$ cat config.mk
export PLATFORM = sky130hd
export DESIGN_NAME = oscillator_select_switch
export DESIGN_NICKNAME = d
export VERILOG_FILES = /design/src/pkg/osc_pkg.sv /design/src/pkg/osc_ctrl_if.sv /design/src/hdl/oscillator_select_switch.sv /design/src/hdl/osc_pin_sync.sv /design/src/hdl/osc_ctrl_regs.sv
export VERILOG_INCLUDE_DIRS = /design/src /design/src/pkg
export SDC_FILE = /design/constraint.sdc
export NUM_CORES = 1
export LEC_CHECK = 0
export BUFFER_PORTS_ARGS = -buffer_cell sky130_fd_sc_hd__buf_2
export CORE_MARGIN = 5
export CORE_UTILIZATION = 45
export CTS_BUF_LIST = sky130_fd_sc_hd__clkbuf_8
export DETAILED_ROUTE_END_ITERATION = 8
export GPL_TIMING_DRIVEN = 0
export PLACE_DENSITY_LB_ADDON = 0.15
export SLEW_MARGIN = 20
export SYNTH_ARGS = -nofsm -noshare
export SYNTH_HDL_FRONTEND = slang
export SYNTH_HIERARCHICAL = 1
export SYNTH_SLANG_ARGS = --single-unit
export TNS_END_PERCENT = 1
$ cat constraint.sdc
create_clock -name clk -period 4.1 [get_ports clk]
set_input_delay 0.41 -clock clk [delete_from_list [all_inputs] [get_ports clk]]
set_output_delay 0.41 -clock clk [all_outputs]
set_load 0.1 [all_outputs]
$ cat src/pkg/osc_map.svh
`ifndef OSC_MAP_SVH
`define OSC_MAP_SVH
`define OSC_ADDR_CTRL 4'h0
`define OSC_ADDR_STAT 4'h1
`define OSC_PLL_BIT 7
`define OSC_FREQ_HI 6
`define OSC_FREQ_LO 3
`define OSC_SCS_HI 1
`define OSC_SCS_LO 0
`define OSC_PLL_RESET 1'b0
`define OSC_FREQ_RESET 4'h7
`define OSC_SCS_RESET 2'h0
`define OSC_CFG_INTOSC 2'h0
`define OSC_CODE_PLL 4'he
`define OSC_CODE_HF_SLOW 4'h3
`define OSC_CODE_MF_SLOW 4'h2
`define OSC_CLK_NS 25
`define OSC_HFMF_DLY_NS 2000
`define OSC_PLL_DLY_MS 2
`define OSC_HFMF_CYC ((`OSC_HFMF_DLY_NS + `OSC_CLK_NS - 1) / `OSC_CLK_NS)
`define OSC_PLL_CYC ((`OSC_PLL_DLY_MS * 1000000 + `OSC_CLK_NS - 1) / `OSC_CLK_NS)
`define OSC_WAKE_EDGES 2
`endif

$ cat src/pkg/osc_pkg.sv
package osc_pkg;
  typedef enum logic [4:0] {
    SRC_LF  = 5'b00001,
    SRC_MF  = 5'b00010,
    SRC_HF  = 5'b00100,
    SRC_EXT = 5'b01000,
    SRC_PLL = 5'b10000
  } src_e;
  typedef enum logic [4:0] {
    ST_RUN   = 5'b00001,
    ST_DELAY = 5'b00010,
    ST_FALL  = 5'b00100,
    ST_RISE  = 5'b01000,
    ST_SLEEP = 5'b10000
  } state_e;
  typedef enum logic [3:0] {
    DLY_NONE    = 4'b0001,
    DLY_NEW2    = 4'b0010,
    DLY_OLD_NEW = 4'b0100,
    DLY_TIME    = 4'b1000
  } dly_e;
endpackage : osc_pkg

$ cat src/pkg/osc_ctrl_if.sv
`timescale 1ns/1ps
interface osc_ctrl_if;
  logic       pll_sw;
  logic [3:0] freq_sel;
  logic [1:0] clk_sel;
  logic [7:0] status;
  modport regs (output pll_sw, output freq_sel, output clk_sel, input status);
  modport core (input pll_sw, input freq_sel, input clk_sel, output status);
endinterface : osc_ctrl_if

$ cat src/hdl/oscillator_select_switch.sv
// Strobed register access and the register offsets are this design's own decisions.
`timescale 1ns/1ps
`include "osc_map.svh"
// Operation
// - Any change of clock source waits a source-dependent settling delay before the new clock is used.
// - Leaving sleep or reset into an internal oscillator completes after two cycles of the new oscillator.
// - Moving to the mid or high internal oscillator without the PLL waits about two microseconds.
// - Moving to the low internal oscillator waits one cycle of the old clock and one of the new.
// - Codes 1111 down to 1000 give 16 MHz down to 125 kHz from the high oscillator.
// - Codes 0111 down to 0100 give 500 kHz down to 62.5 kHz from the mid oscillator, lower codes 31.25 kHz.
// - The 8 MHz code with the PLL enabled gives 32 MHz instead while clock select is 0x on an internal configuration source; select 1x stays 8 MHz.
// - A set configuration PLL force bit keeps the PLL on whatever software writes.
// - With the force bit clear the software PLL bit turns the PLL on and off.
// - Clock select 1x picks the internal block, 01 is reserved and 00 follows the configuration source.
// - Every reset loads the frequency select with 0111, 500 kHz from the mid oscillator.
// - Every reset clears the clock select field.
// - A switch waits for a falling edge of the current clock, holds low, then resumes on a new rising edge.
// - A change within the same oscillator source inserts no start-up delay.
module oscillator_select_switch
  import osc_pkg::*;
#(
  parameter int unsigned PLL_LOCK_CYCLES = `OSC_PLL_CYC
) (
  input  logic       clk,
  input  logic       rst_n,
  input  logic [3:0] bus_addr,
  input  logic [7:0] bus_wdata,
  input  logic       bus_wr,
  input  logic       bus_rd,
  output logic [7:0] bus_rdata,
  input  logic [1:0] config_osc_select,
  input  logic       config_pll_force,
  input  logic       sleep_req,
  input  logic       low_freq_internal_osc,
  input  logic       mid_freq_internal_osc,
  input  logic       high_freq_internal_osc,
  input  logic       external_clock_input,
  input  logic       pll_osc,
  output logic       sys_clk,
  output logic       pll_enable,
  output logic       switch_busy,
  output logic [4:0] active_source
);
  osc_ctrl_if ctl ();

  osc_ctrl_regs u_regs (
    .clk       (clk),
    .rst_n     (rst_n),
    .bus_addr  (bus_addr),
    .bus_wdata (bus_wdata),
    .bus_wr    (bus_wr),
    .bus_rd    (bus_rd),
    .bus_rdata (bus_rdata),
    .ctl       (ctl)
  );

  logic [4:0] src_lvl;

  osc_pin_sync #(
    .W (5)
  ) u_sync (
    .clk    (clk),
    .rst_n  (rst_n),
    .pin_in ({pll_osc, external_clock_input, high_freq_internal_osc,
              mid_freq_internal_osc, low_freq_internal_osc}),
    .level  (src_lvl)
  );

  function automatic src_e pick_src(input logic intl, input logic pll, input logic [3:0] code);
    src_e s;
    if (!intl) begin
      s = SRC_EXT;
    end else if (pll) begin
      s = SRC_PLL;
    end else if (code[3] || code == `OSC_CODE_HF_SLOW) begin
      s = SRC_HF;
    end else if (code[2] || code == `OSC_CODE_MF_SLOW) begin
      s = SRC_MF;
    end else begin
      s = SRC_LF;
    end
    return s;
  endfunction : pick_src

  // Postscaler depth as a power of two below the raw oscillator.
  function automatic logic [3:0] pick_shift(input src_e s, input logic [3:0] code);
    logic [3:0] n;
    n = 4'h0;
    if (s == SRC_HF) begin
      n = (code == `OSC_CODE_HF_SLOW) ? 4'h9 : 4'hf - code;
    end else if (s == SRC_MF) begin
      n = (code == `OSC_CODE_MF_SLOW) ? 4'h4 : 4'h7 - code;
    end
    return n;
  endfunction : pick_shift

  state_e      st_q;
  state_e      st_d;
  src_e        act_src_q;
  src_e        new_src_q;
  dly_e        dly_q;
  logic [3:0]  act_n_q;
  logic [3:0]  new_n_q;
  logic [16:0] cnt_q;
  logic [8:0]  div_cnt_q;
  logic [4:0]  lvl_q;
  logic        old_seen_q;
  logic        wake_q;
  logic        sys_q;
  logic        pll_en_q;
  logic        dly_done;

  wire        pll_on   = config_pll_force | ctl.pll_sw;
  wire        cfg_int  = config_osc_select == `OSC_CFG_INTOSC;
  // Reserved select 01 is handled like 00 so a stray write cannot strand the core.
  wire        use_int  = ctl.clk_sel[1] | cfg_int;
  wire        pll_ok   = pll_on & ~ctl.clk_sel[1] & cfg_int & (ctl.freq_sel == `OSC_CODE_PLL);
  wire src_e  tgt_s    = pick_src(use_int, pll_ok, ctl.freq_sel);
  wire [3:0]  tgt_n    = pick_shift(tgt_s, ctl.freq_sel);
  wire [4:0]  src_rise = src_lvl & ~lvl_q;
  wire        new_rise = |(src_rise & new_src_q);
  wire        old_rise = |(src_rise & act_src_q);
  wire        cur_raw  = |(src_lvl & act_src_q);
  wire [9:0]  taps     = {~div_cnt_q, cur_raw};
  wire        cur_lvl  = taps[act_n_q];
  wire        from_slp = st_q == ST_SLEEP;
  wire        enter    = (st_d == ST_DELAY) && (st_q != ST_DELAY);
  wire        running  = (st_q == ST_RUN) || (st_q == ST_DELAY) || (st_q == ST_FALL);
  wire        sys_d    = (st_q == ST_RISE) ? new_rise : (running && !wake_q && cur_lvl);
  wire [16:0] dly_last = (new_src_q == SRC_PLL) ? 17'(PLL_LOCK_CYCLES - 1) : 17'(`OSC_HFMF_CYC - 1);
  wire [16:0] new2_last = 17'(`OSC_WAKE_EDGES - 1);

  wire dly_e dly_sel =
    from_slp ? DLY_NEW2 :
    (tgt_s == act_src_q) ? DLY_NONE :
    (tgt_s == SRC_LF || (act_src_q == SRC_LF && tgt_s == SRC_EXT)) ? DLY_OLD_NEW :
    (tgt_s == SRC_EXT) ? DLY_NEW2 :
    DLY_TIME;

  always_comb begin
    case (dly_q)
      DLY_NONE:    dly_done = 1'b1;
      DLY_NEW2:    dly_done = new_rise && (cnt_q == new2_last);
      DLY_OLD_NEW: dly_done = new_rise && old_seen_q;
      DLY_TIME:    dly_done = cnt_q == dly_last;
      default:     dly_done = 1'b1;
    endcase
  end

  always_comb begin
    st_d = st_q;
    case (st_q)
      ST_RUN: begin
        // Sleep is entered only in a low phase so the last high pulse is never cut short.
        if (sleep_req && !cur_lvl) begin
          st_d = ST_SLEEP;
        end else if (tgt_s != act_src_q || tgt_n != act_n_q) begin
          st_d = ST_DELAY;
        end
      end
      ST_DELAY: begin
        if (dly_done) begin
          st_d = ST_FALL;
        end
      end
      ST_FALL: begin
        if (wake_q || !cur_lvl) begin
          st_d = ST_RISE;
        end
      end
      ST_RISE: begin
        if (new_rise) begin
          st_d = ST_RUN;
        end
      end
      ST_SLEEP: begin
        if (!sleep_req) begin
          st_d = ST_DELAY;
        end
      end
      default: st_d = ST_SLEEP;
    endcase
  end

  // Reset starts in the sleep state so power-up takes the same wake path as leaving sleep.
  always_ff @(posedge clk or negedge rst_n) begin
    if (!rst_n) begin
      st_q     <= ST_SLEEP;
      lvl_q    <= 5'h00;
      sys_q    <= 1'b0;
      pll_en_q <= 1'b0;
    end else begin
      st_q     <= st_d;
      lvl_q    <= src_lvl;
      sys_q    <= sys_d;
      pll_en_q <= pll_on;
    end
  end

  always_ff @(posedge clk or negedge rst_n) begin
    if (!rst_n) begin
      new_src_q <= SRC_MF;
      new_n_q   <= 4'h0;
      dly_q     <= DLY_NEW2;
    end else if (enter) begin
      new_src_q <= tgt_s;
      new_n_q   <= tgt_n;
      dly_q     <= dly_sel;
    end
  end

  always_ff @(posedge clk or negedge rst_n) begin
    if (!rst_n) begin
      cnt_q      <= 17'h00000;
      old_seen_q <= 1'b0;
    end else if (enter) begin
      cnt_q      <= 17'h00000;
      old_seen_q <= 1'b0;
    end else if (st_q == ST_DELAY) begin
      if (dly_q == DLY_TIME || (dly_q == DLY_NEW2 && new_rise)) begin
        cnt_q <= cnt_q + 17'h00001;
      end
      old_seen_q <= old_seen_q | old_rise;
    end
  end

  always_ff @(posedge clk or negedge rst_n) begin
    if (!rst_n) begin
      wake_q <= 1'b1;
    end else if (enter) begin
      wake_q <= from_slp;
    end else if (st_q == ST_RISE && new_rise) begin
      wake_q <= 1'b0;
    end
  end

  // The new clock becomes active only here, after the delay and the low hold.
  always_ff @(posedge clk or negedge rst_n) begin
    if (!rst_n) begin
      act_src_q <= SRC_MF;
      act_n_q   <= 4'h0;
      div_cnt_q <= 9'h000;
    end else if (st_q == ST_RISE && new_rise) begin
      act_src_q <= new_src_q;
      act_n_q   <= new_n_q;
      div_cnt_q <= 9'h000;
    end else if (old_rise) begin
      div_cnt_q <= div_cnt_q + 9'h001;
    end
  end

  assign sys_clk       = sys_q;
  assign pll_enable    = pll_en_q;
  assign switch_busy   = st_q != ST_RUN;
  assign active_source = act_src_q;
  assign ctl.status    = {switch_busy, from_slp, pll_en_q, act_src_q};

  AST_PLL_COUNT: assert property (@(posedge clk) disable iff (!rst_n)
    st_q == ST_DELAY && st_d == ST_FALL && dly_q == DLY_TIME && new_src_q == SRC_PLL
    |-> cnt_q == 17'(PLL_LOCK_CYCLES - 1))
    else $error("PLL switch left its delay early");
  AST_WAKE_TWO: assert property (@(posedge clk) disable iff (!rst_n)
    st_q == ST_DELAY && wake_q && st_d == ST_FALL
    |-> new_rise && cnt_q == 17'h00001 ##1 st_q == ST_FALL ##1 st_q == ST_RISE)
    else $error("wake switch did not wait two new-clock cycles");
  AST_HFMF_TIME: assert property (@(posedge clk) disable iff (!rst_n)
    st_q == ST_DELAY && st_d == ST_FALL && dly_q == DLY_TIME && new_src_q != SRC_PLL
    |-> cnt_q == 17'(`OSC_HFMF_CYC - 1))
    else $error("mid or high oscillator delay is not two microseconds");
  AST_LF_EACH: assert property (@(posedge clk) disable iff (!rst_n)
    enter && !from_slp && tgt_s == SRC_LF && act_src_q != SRC_LF |=> dly_q == DLY_OLD_NEW)
    else $error("switch to low oscillator did not use old and new cycle delay");
  AST_HF_DECODE: assert property (@(posedge clk) disable iff (!rst_n)
    tgt_s == SRC_HF && ctl.freq_sel == 4'h8 |-> tgt_n == 4'h7)
    else $error("125 kHz high oscillator code decoded wrong");
  AST_MF_DECODE: assert property (@(posedge clk) disable iff (!rst_n)
    tgt_s == SRC_MF && ctl.freq_sel == 4'h4 |-> tgt_n == 4'h3)
    else $error("62.5 kHz mid oscillator code decoded wrong");
  AST_PLL_32M: assert property (@(posedge clk) disable iff (!rst_n)
    pll_ok |-> tgt_s == SRC_PLL && tgt_n == 4'h0)
    else $error("8 MHz code with PLL did not pick the PLL");
  AST_PLL_FORCE: assert property (@(posedge clk) disable iff (!rst_n)
    config_pll_force |=> pll_enable)
    else $error("PLL not kept on by the configuration force bit");
  AST_PLL_SW: assert property (@(posedge clk) disable iff (!rst_n)
    !config_pll_force |=> pll_enable == $past(ctl.pll_sw))
    else $error("PLL enable does not follow the software bit");
  AST_SCS_INT: assert property (@(posedge clk) disable iff (!rst_n)
    ctl.clk_sel[1] |-> tgt_s != SRC_EXT && tgt_s != SRC_PLL)
    else $error("clock select 1x did not pick the internal block");
  AST_HOLD_LOW: assert property (@(posedge clk) disable iff (!rst_n)
    st_q == ST_RISE && !new_rise |=> !sys_q)
    else $error("system clock not held low during a switch");
  AST_RESUME: assert property (@(posedge clk) disable iff (!rst_n)
    st_q == ST_RISE && new_rise |=> sys_q && st_q == ST_RUN && act_src_q == $past(new_src_q))
    else $error("switch did not resume on the new rising edge");
  AST_SAME_SRC: assert property (@(posedge clk) disable iff (!rst_n)
    st_q == ST_RUN && st_d == ST_DELAY && tgt_s == act_src_q |=> dly_q == DLY_NONE ##1 st_q == ST_FALL)
    else $error("same-source change inserted a start-up delay");

  // These tie codes 1111, 1110, 0111, 0011, 0010, 0001 and 0000 to their source and postscale, so a wrong table entry
  // for one of those codes fires whenever a scenario selects it.
  AST_HF_FULL: assert property (@(posedge clk) disable iff (!rst_n)
    use_int && !pll_ok && ctl.freq_sel == 4'hf
    |-> tgt_s == SRC_HF && tgt_n == 4'h0)
    else $error("16 MHz code did not pick the undivided high oscillator");
  AST_HF_EIGHT: assert property (@(posedge clk) disable iff (!rst_n)
    use_int && !pll_ok && ctl.freq_sel == `OSC_CODE_PLL
    |-> tgt_s == SRC_HF && tgt_n == 4'h1)
    else $error("8 MHz code without the PLL did not halve the high oscillator");
  AST_MF_FULL: assert property (@(posedge clk) disable iff (!rst_n)
    use_int && ctl.freq_sel == `OSC_FREQ_RESET
    |-> tgt_s == SRC_MF && tgt_n == 4'h0)
    else $error("500 kHz code did not pick the undivided mid oscillator");
  AST_HF_SLOW: assert property (@(posedge clk) disable iff (!rst_n)
    use_int && ctl.freq_sel == `OSC_CODE_HF_SLOW
    |-> tgt_s == SRC_HF && tgt_n == 4'h9)
    else $error("31.25 kHz high oscillator code decoded wrong");
  AST_MF_SLOW: assert property (@(posedge clk) disable iff (!rst_n)
    use_int && ctl.freq_sel == `OSC_CODE_MF_SLOW
    |-> tgt_s == SRC_MF && tgt_n == 4'h4)
    else $error("31.25 kHz mid oscillator code decoded wrong");
  AST_LF_CODES: assert property (@(posedge clk) disable iff (!rst_n)
    use_int && ctl.freq_sel[3:1] == 3'h0
    |-> tgt_s == SRC_LF && tgt_n == 4'h0)
    else $error("lowest codes did not pick the low oscillator");
  AST_CFG_EXT: assert property (@(posedge clk) disable iff (!rst_n)
    !ctl.clk_sel[1] && !cfg_int
    |-> tgt_s == SRC_EXT)
    else $error("clock select 0x did not follow the configuration source");
  AST_NONE_FAST: assert property (@(posedge clk) disable iff (!rst_n)
    st_q == ST_DELAY && dly_q == DLY_NONE
    |-> st_d == ST_FALL)
    else $error("same-source switch lingered in the delay phase");
  AST_OLD_NEW: assert property (@(posedge clk) disable iff (!rst_n)
    st_q == ST_DELAY && dly_q == DLY_OLD_NEW && st_d == ST_FALL
    |-> new_rise && old_seen_q)
    else $error("low oscillator delay ended without an old and a new edge");
  AST_ACT_HOLD: assert property (@(posedge clk) disable iff (!rst_n)
    !(st_q == ST_RISE && new_rise)
    |=> $stable(act_src_q) && $stable(act_n_q))
    else $error("active clock changed outside the resume edge");
  AST_SLEEP_LOW: assert property (@(posedge clk) disable iff (!rst_n)
    st_q == ST_SLEEP
    |-> !sys_q)
    else $error("system clock not held low while asleep");
endmodule : oscillator_select_switch

$ cat src/hdl/osc_pin_sync.sv
`timescale 1ns/1ps
module osc_pin_sync #(
  parameter int W = 5
) (
  input  logic         clk,
  input  logic         rst_n,
  input  logic [W-1:0] pin_in,
  output logic [W-1:0] level
);
  logic [W-1:0] s1_q;
  logic [W-1:0] s2_q;
  logic [W-1:0] s3_q;
  logic [W-1:0] lvl_q;
  // A bit only moves once stages two and three agree, so one metastable sample cannot make an edge.
  always_ff @(posedge clk or negedge rst_n) begin
    if (!rst_n) begin
      s1_q  <= '0;
      s2_q  <= '0;
      s3_q  <= '0;
      lvl_q <= '0;
    end else begin
      s1_q  <= pin_in;
      s2_q  <= s1_q;
      s3_q  <= s2_q;
      lvl_q <= (s2_q & s3_q) | (lvl_q & (s2_q | s3_q));
    end
  end
  assign level = lvl_q;
endmodule : osc_pin_sync

$ cat src/hdl/osc_ctrl_regs.sv
`timescale 1ns/1ps
`include "osc_map.svh"
module osc_ctrl_regs
  import osc_pkg::*;
(
  input  logic       clk,
  input  logic       rst_n,
  input  logic [3:0] bus_addr,
  input  logic [7:0] bus_wdata,
  input  logic       bus_wr,
  input  logic       bus_rd,
  output logic [7:0] bus_rdata,
  osc_ctrl_if.regs   ctl
);
  logic       pll_q;
  logic [3:0] freq_q;
  logic [1:0] scs_q;
  logic [7:0] rdata_q;
  logic [7:0] rd_d;
  wire        sel_ctrl = bus_addr == `OSC_ADDR_CTRL;
  wire        sel_stat = bus_addr == `OSC_ADDR_STAT;
  wire [7:0]  ctrl_rd  = {pll_q, freq_q, 1'b0, scs_q};

  always_comb begin
    if (!bus_rd) begin
      rd_d = 8'h00;
    end else if (sel_ctrl) begin
      rd_d = ctrl_rd;
    end else if (sel_stat) begin
      rd_d = ctl.status;
    end else begin
      rd_d = 8'h00;
    end
  end

  always_ff @(posedge clk or negedge rst_n) begin
    if (!rst_n) begin
      pll_q  <= `OSC_PLL_RESET;
      freq_q <= `OSC_FREQ_RESET;
      scs_q  <= `OSC_SCS_RESET;
    end else if (bus_wr && sel_ctrl) begin
      pll_q  <= bus_wdata[`OSC_PLL_BIT];
      freq_q <= bus_wdata[`OSC_FREQ_HI:`OSC_FREQ_LO];
      scs_q  <= bus_wdata[`OSC_SCS_HI:`OSC_SCS_LO];
    end
  end

  always_ff @(posedge clk or negedge rst_n) begin
    if (!rst_n) begin
      rdata_q <= 8'h00;
    end else begin
      rdata_q <= rd_d;
    end
  end

  assign bus_rdata    = rdata_q;
  assign ctl.pll_sw   = pll_q;
  assign ctl.freq_sel = freq_q;
  assign ctl.clk_sel  = scs_q;

  AST_FREQ_RESET: assert property (@(posedge clk) disable iff (!rst_n)
    $rose(rst_n) |-> freq_q == `OSC_FREQ_RESET)
    else $error("frequency select not at reset value after reset");
  AST_SCS_RESET: assert property (@(posedge clk) disable iff (!rst_n)
    $rose(rst_n) |-> scs_q == `OSC_SCS_RESET && !ctl.clk_sel[1])
    else $error("clock select not cleared by reset");
  AST_RSVD_ZERO: assert property (@(posedge clk) disable iff (!rst_n)
    bus_rd && sel_ctrl |=> !bus_rdata[2] && bus_rdata[1:0] == scs_q)
    else $error("reserved control bit read back non-zero");
endmodule : osc_ctrl_regs

==> impl_metrics.json <==
{
  "timing.rr.end": "st_q[1]",
  "compound_cell_area_share_of_the_yosys_netlist_pct": 9.52,
  "clock.fmax_ghz": 0.312,
  "initial_core_util_pct": 45.7,
  "clock_latency_of_the_later_clocked_register_in_the_worst_skew_pair_ns": 0.37,
  "critical_r2r_launch": "u_regs/ctl.freq_sel[1]",
  "holdPathEnd": "u_sync/s1_q[0]",
  "cell_count_of_the_worst_reg_to_reg_path": 9,
  "global_route.usage.total_pct": 17.0,
  "critPathTopFamily": "simple AND/OR/NAND/NOR gates",
  "io_buffers": 39,
  "layout.filler_cells": 980,
  "count_of_flip_flops_with_a_built_in_enable_after_synthesis": 0,
  "ys_types": 63,
  "synthesis.yosys.warnings": 6,
  "drive_gt1_share_pct": 22.2,
  "cts_resized": 0,
  "holdCritStartpoint": "low_freq_internal_osc",
  "synth_fa_ha_area_share_pct": 2.02,
  "post_synth_instance_area_um2": 4650,
  "pre_cts_slack_ns": 0.910,
  "grt_overflow": 0,
  "end_kind": "flop",
  "cts_buffers": 9,
  "slew_violations": 0,
  "fin_nets": 519,
  "report.final.setup_viol": 0,
  "final.min_clock_period_ns": 3.20,
  "hpwl_um": 7210,
  "tightest_slew_ns": 0.641,
  "grt_first_pass_wirelength_um": 17300,
  "total_of_flip_flops_plus_latches_after_synthesis": 97,
  "crit_slowest_cell": "sky130_fd_sc_hd__dfstp_2",
  "setup_repair_after_global_routing_missed_its_margin": "no",
  "initialDrtViolationCount": 166,
  "power_density_nw_per_um2": 442,
  "final_critical_path_setup_slack_ns": 0.895,
  "antenna_found_initial": 0,
  "fin_setup_tns_ns": 0,
  "wire_per_inst_um": 15.6,
  "num_io_pins": 41,
  "firstDrtPassIters": 4,
  "asyncSetResetFlopFracSynth_pct": 100,
  "timing.max_slew.rel_slack_pct": 57.3,
  "die_h_um": 112,
  "area_delta_synth_final_pct": 13.9,
  "synth_simple_gate_area_share_pct": 21.2,
  "dr_total_vias": 3331,
  "cts-root-buf": "sky130_fd_sc_hd__clkbuf_8",
  "hold_viol": 0,
  "synth_flop_cell": "sky130_fd_sc_hd__dfrtp_1",
  "grt_pass1_vias": 3465,
  "power.ir.vdd_worst_v": 0.000223,
  "arrival_ns": 3.47,
  "worstHoldPathCells": 1,
  "path_max_fanout": 10,
  "max_stage_delay_ns": 0.56,
  "portion_of_the_post_synthesis_area_used_by_sequential_elements_pct": 52.4,
  "cts_htree_levels": 3,
  "tritoncts_num_sinks": 97,
  "final_antenna_net_count": 0,
  "worst_ep_required_time_ns": 4.37,
  "diodes": 0,
  "grt_max_degree": 52,
  "synth_top_family_by_area": "simple AND/OR/NAND/NOR gates",
  "critPathBufInv": 2,
  "crit_chain": "clkbuf_1, nand2b_1, nor4_4, nor2_1, or3_4, a211oi_4, a31oi_4, buf_6, a21o_1",
  "cts.path.max_buffers": 2,
  "num_rows": 37,
  "start_kind": "flop",
  "drt_wl_total_um": 9850,
  "synth_xor_xnor_area_share_pct": 5.84,
  "finalClockSkew_ns": 0.00978,
  "synthCells": 438,
  "leakagePower_nw": 2.32,
  "post_drt_via_cell_ratio": 5.27,
  "post-route-drc-count": 0,
  "total_number_of_cells_along_the_worst_setup_path": 9,
  "cap_viol_max_count": 0,
  "die_width_um": 112,
  "area_of_combinational_cells_with_multiple_inputs_um2": 2080,
  "tritoncts": "built",
  "coreArea_um2": 10200,
  "fin_hold_ws_ns": 0.144,
  "mean_cell_area_of_the_mapped_netlist_um2": 10.6,
  "nets_in_the_synthesized_netlist": 466,
  "final_cell_area_um2": 5300,
  "ff_latch_area_um2": 2440,
  "post_cts_buffers": 0,
  "layout_worst_path_cycle_share_pct": 78.2,
  "clk_pin_slew_ns": 0.10,
  "place_congestion": 0.859,
  "hp-class": "in2reg",
  "placed_instance_area_um2": 5060,
  "status": "finished clean",
  "reg2reg_slack_ns": 0.90,
  "crit_type": "reg2reg",
  "yosys-mux-area-fraction_pct": 6.03,
  "die_ar_um2": 12500
}
[final cells by class]
type                    count  share of cell area (%)
clock inverters             7                    1.89
plain buffers              17                    1.61
well taps                 136                    3.21
multi-input cells         310                    39.3
inverters                  14                   0.992
repair buffers             42                    4.61
flip-flops and latches     97                    46.0
clock buffers               9                    2.34
[metrics by stage]
stage	util, %	std cells	power, mW
finish	52.0	632	2.34
global route	52.0	632	2.47
CTS	52.0	632	2.37
detailed placement	49.7	615	1.67
global placement	49.3	613	1.65
floorplan	-	438	1.51
[state kept, by name (all words and copies together) (netlist names)]
signal,count
new_src_q,5
lvl_q,5
u_regs/ctl.clk_sel,2
old_seen_q,1
dly_q,4
new_n_q,4
u_sync/s1_q,5
wake_q,1
div_cnt_q,9
sys_clk,1
u_regs/bus_rdata,8
u_regs/ctl.freq_sel,4
cnt_q,17
active_source,5
u_sync/level,5
act_n_q,4
st_q,5
u_sync/s3_q,5
u_sync/s2_q,5
u_regs/ctl.pll_sw,1
pll_enable,1
[cells in the mapped netlist (all sizes together), types with 2 or more instances]
library cell | instances | area [um2]
nor4b | 4 | 35.0
nor2b | 2 | 12.5
o21bai | 2 | 15.0
nand2b | 7 | 43.8
o21ai | 11 | 55.1
a211oi | 4 | 42.5
inv | 14 | 52.6
maj3 | 5 | 56.3
a32o | 2 | 20.0
clkbuf | 12 | 45.0
nor3 | 6 | 30.0
nand3b | 11 | 82.6
o21a | 2 | 15.0
nand3 | 16 | 92.6
a221o | 2 | 20.0
or3 | 2 | 17.5
a221oi | 2 | 17.5
and2 | 2 | 13.8
nor4 | 13 | 96.3
xor2 | 12 | 105
buf | 5 | 40.0
and3b | 2 | 17.5
or4b | 2 | 23.8
nand4 | 11 | 68.8
a21o | 2 | 15.0
a21oi | 11 | 55.1
nor2 | 57 | 219
a31oi | 3 | 33.8
a22o | 7 | 68.8
ha | 3 | 37.5
and3 | 4 | 26.3
dfstp | 8 | 210
a22oi | 2 | 15.0
xnor2 | 19 | 166
dfrtp | 89 | 2230
mux2i | 10 | 100
nand2 | 45 | 169
o211ai | 2 | 15.0
mux2 | 14 | 158
[worst register-to-register path: cells and delay by family (launching register included)]
| kind | cells | cell delay [ns] |
|---|---|---|
| buffers and inverters | 2 | 0.57 |
| AOI/OAI and AO/OA | 3 | 0.81 |
| and+or+nand+nor | 4 | 1.17 |
| DFF | 1 | 0.56 |
[what timing repair did]
item                                   4_1_cts  5_1_grt
setup endpoints to repair                    0        0
hold buffers                                 1        0
endpoints found under the hold margin       40        0
[cells in the final DEF, fill, tap and decap left out, types with 3 or more instances in the layout]
| master | netlist | layout |
|---|---|---|
| sky130_fd_sc_hd__nor4b_1 | 4 | 3 |
| sky130_fd_sc_hd__clkbuf_1 | 12 | 12 |
| sky130_fd_sc_hd__a21oi_1 | 11 | 11 |
| sky130_fd_sc_hd__buf_2 | 2 | 41 |
| sky130_fd_sc_hd__xor2_1 | 12 | 12 |
| sky130_fd_sc_hd__nand3_1 | 15 | 15 |
| sky130_fd_sc_hd__maj3_2 | 5 | 5 |
| sky130_fd_sc_hd__mux2_2 | 13 | 13 |
| sky130_fd_sc_hd__buf_6 | 2 | 3 |
| sky130_fd_sc_hd__clkbuf_8 | 0 | 9 |
| sky130_fd_sc_hd__clkinvlp_4 | 0 | 3 |
| sky130_fd_sc_hd__inv_1 | 14 | 14 |
| sky130_fd_sc_hd__nand2b_1 | 7 | 7 |
| sky130_fd_sc_hd__ha_1 | 3 | 3 |
| sky130_fd_sc_hd__a22o_2 | 6 | 6 |
| sky130_fd_sc_hd__nand4_1 | 11 | 11 |
| sky130_fd_sc_hd__nor3_1 | 6 | 6 |
| sky130_fd_sc_hd__nor2_1 | 55 | 55 |
| sky130_fd_sc_hd__dfrtp_1 | 89 | 89 |
| sky130_fd_sc_hd__mux2i_1 | 10 | 10 |
| sky130_fd_sc_hd__o21ai_0 | 11 | 11 |
| sky130_fd_sc_hd__nor4_1 | 12 | 12 |
| sky130_fd_sc_hd__nand2_1 | 45 | 45 |
| sky130_fd_sc_hd__xnor2_1 | 19 | 19 |
| sky130_fd_sc_hd__dfstp_2 | 8 | 8 |
| sky130_fd_sc_hd__and3_1 | 3 | 3 |
| sky130_fd_sc_hd__a211oi_1 | 3 | 3 |
| sky130_fd_sc_hd__nand3b_1 | 11 | 11 |
[where the power goes]
| group | leakage (nW) | switching (mW) | internal [mW] | total [mW] |
|---|---|---|---|---|
| Combinational | 0.971 | 0.297 | 0.200 | 0.497 |
| Sequential | 1.25 | 0.0890 | 1.06 | 1.15 |
| Clock | 0.102 | 0.346 | 0.348 | 0.693 |
[worst max path at each step]
stage,from,end,slack [ns]
2_1_floorplan,st_q[2],new_n_q[1],1.26
3_3_place_gp,u_regs/ctl.freq_sel[2],st_q[1],0.98
3_5_place_dp,u_regs/ctl.freq_sel[1],st_q[1],0.91
4_1_cts,u_regs/ctl.freq_sel[1],cnt_q[13],0.91
5_1_grt,u_regs/ctl.freq_sel[1],cnt_q[13],0.78
6_report,u_regs/ctl.freq_sel[1],st_q[1],0.90
[metal layers]
metal  track usage, %  wire length (um)  part of all wire (%)  up-vias
li1                 -                 -                     -     1647
met1             23.6              4730                    48     1647
met2             27.0              4750                    48       25
met3             2.50               218                   2.2       12
met4             6.24               153                   1.6        0
met5                0                 0                     0        -
[cells by family (layout without fill, tap and decap cells)]
family,count (synthesis),count (layout)
AOI/OAI and AO/OA,58,58
xor gates and xnor gates,31,31
adders and majority gates,8,8
buffers and inverters,31,89
DFF,97,97
muxes,25,25
and+or+nand+nor,188,188
Note: power is estimated with default switching activity, not from simulation.
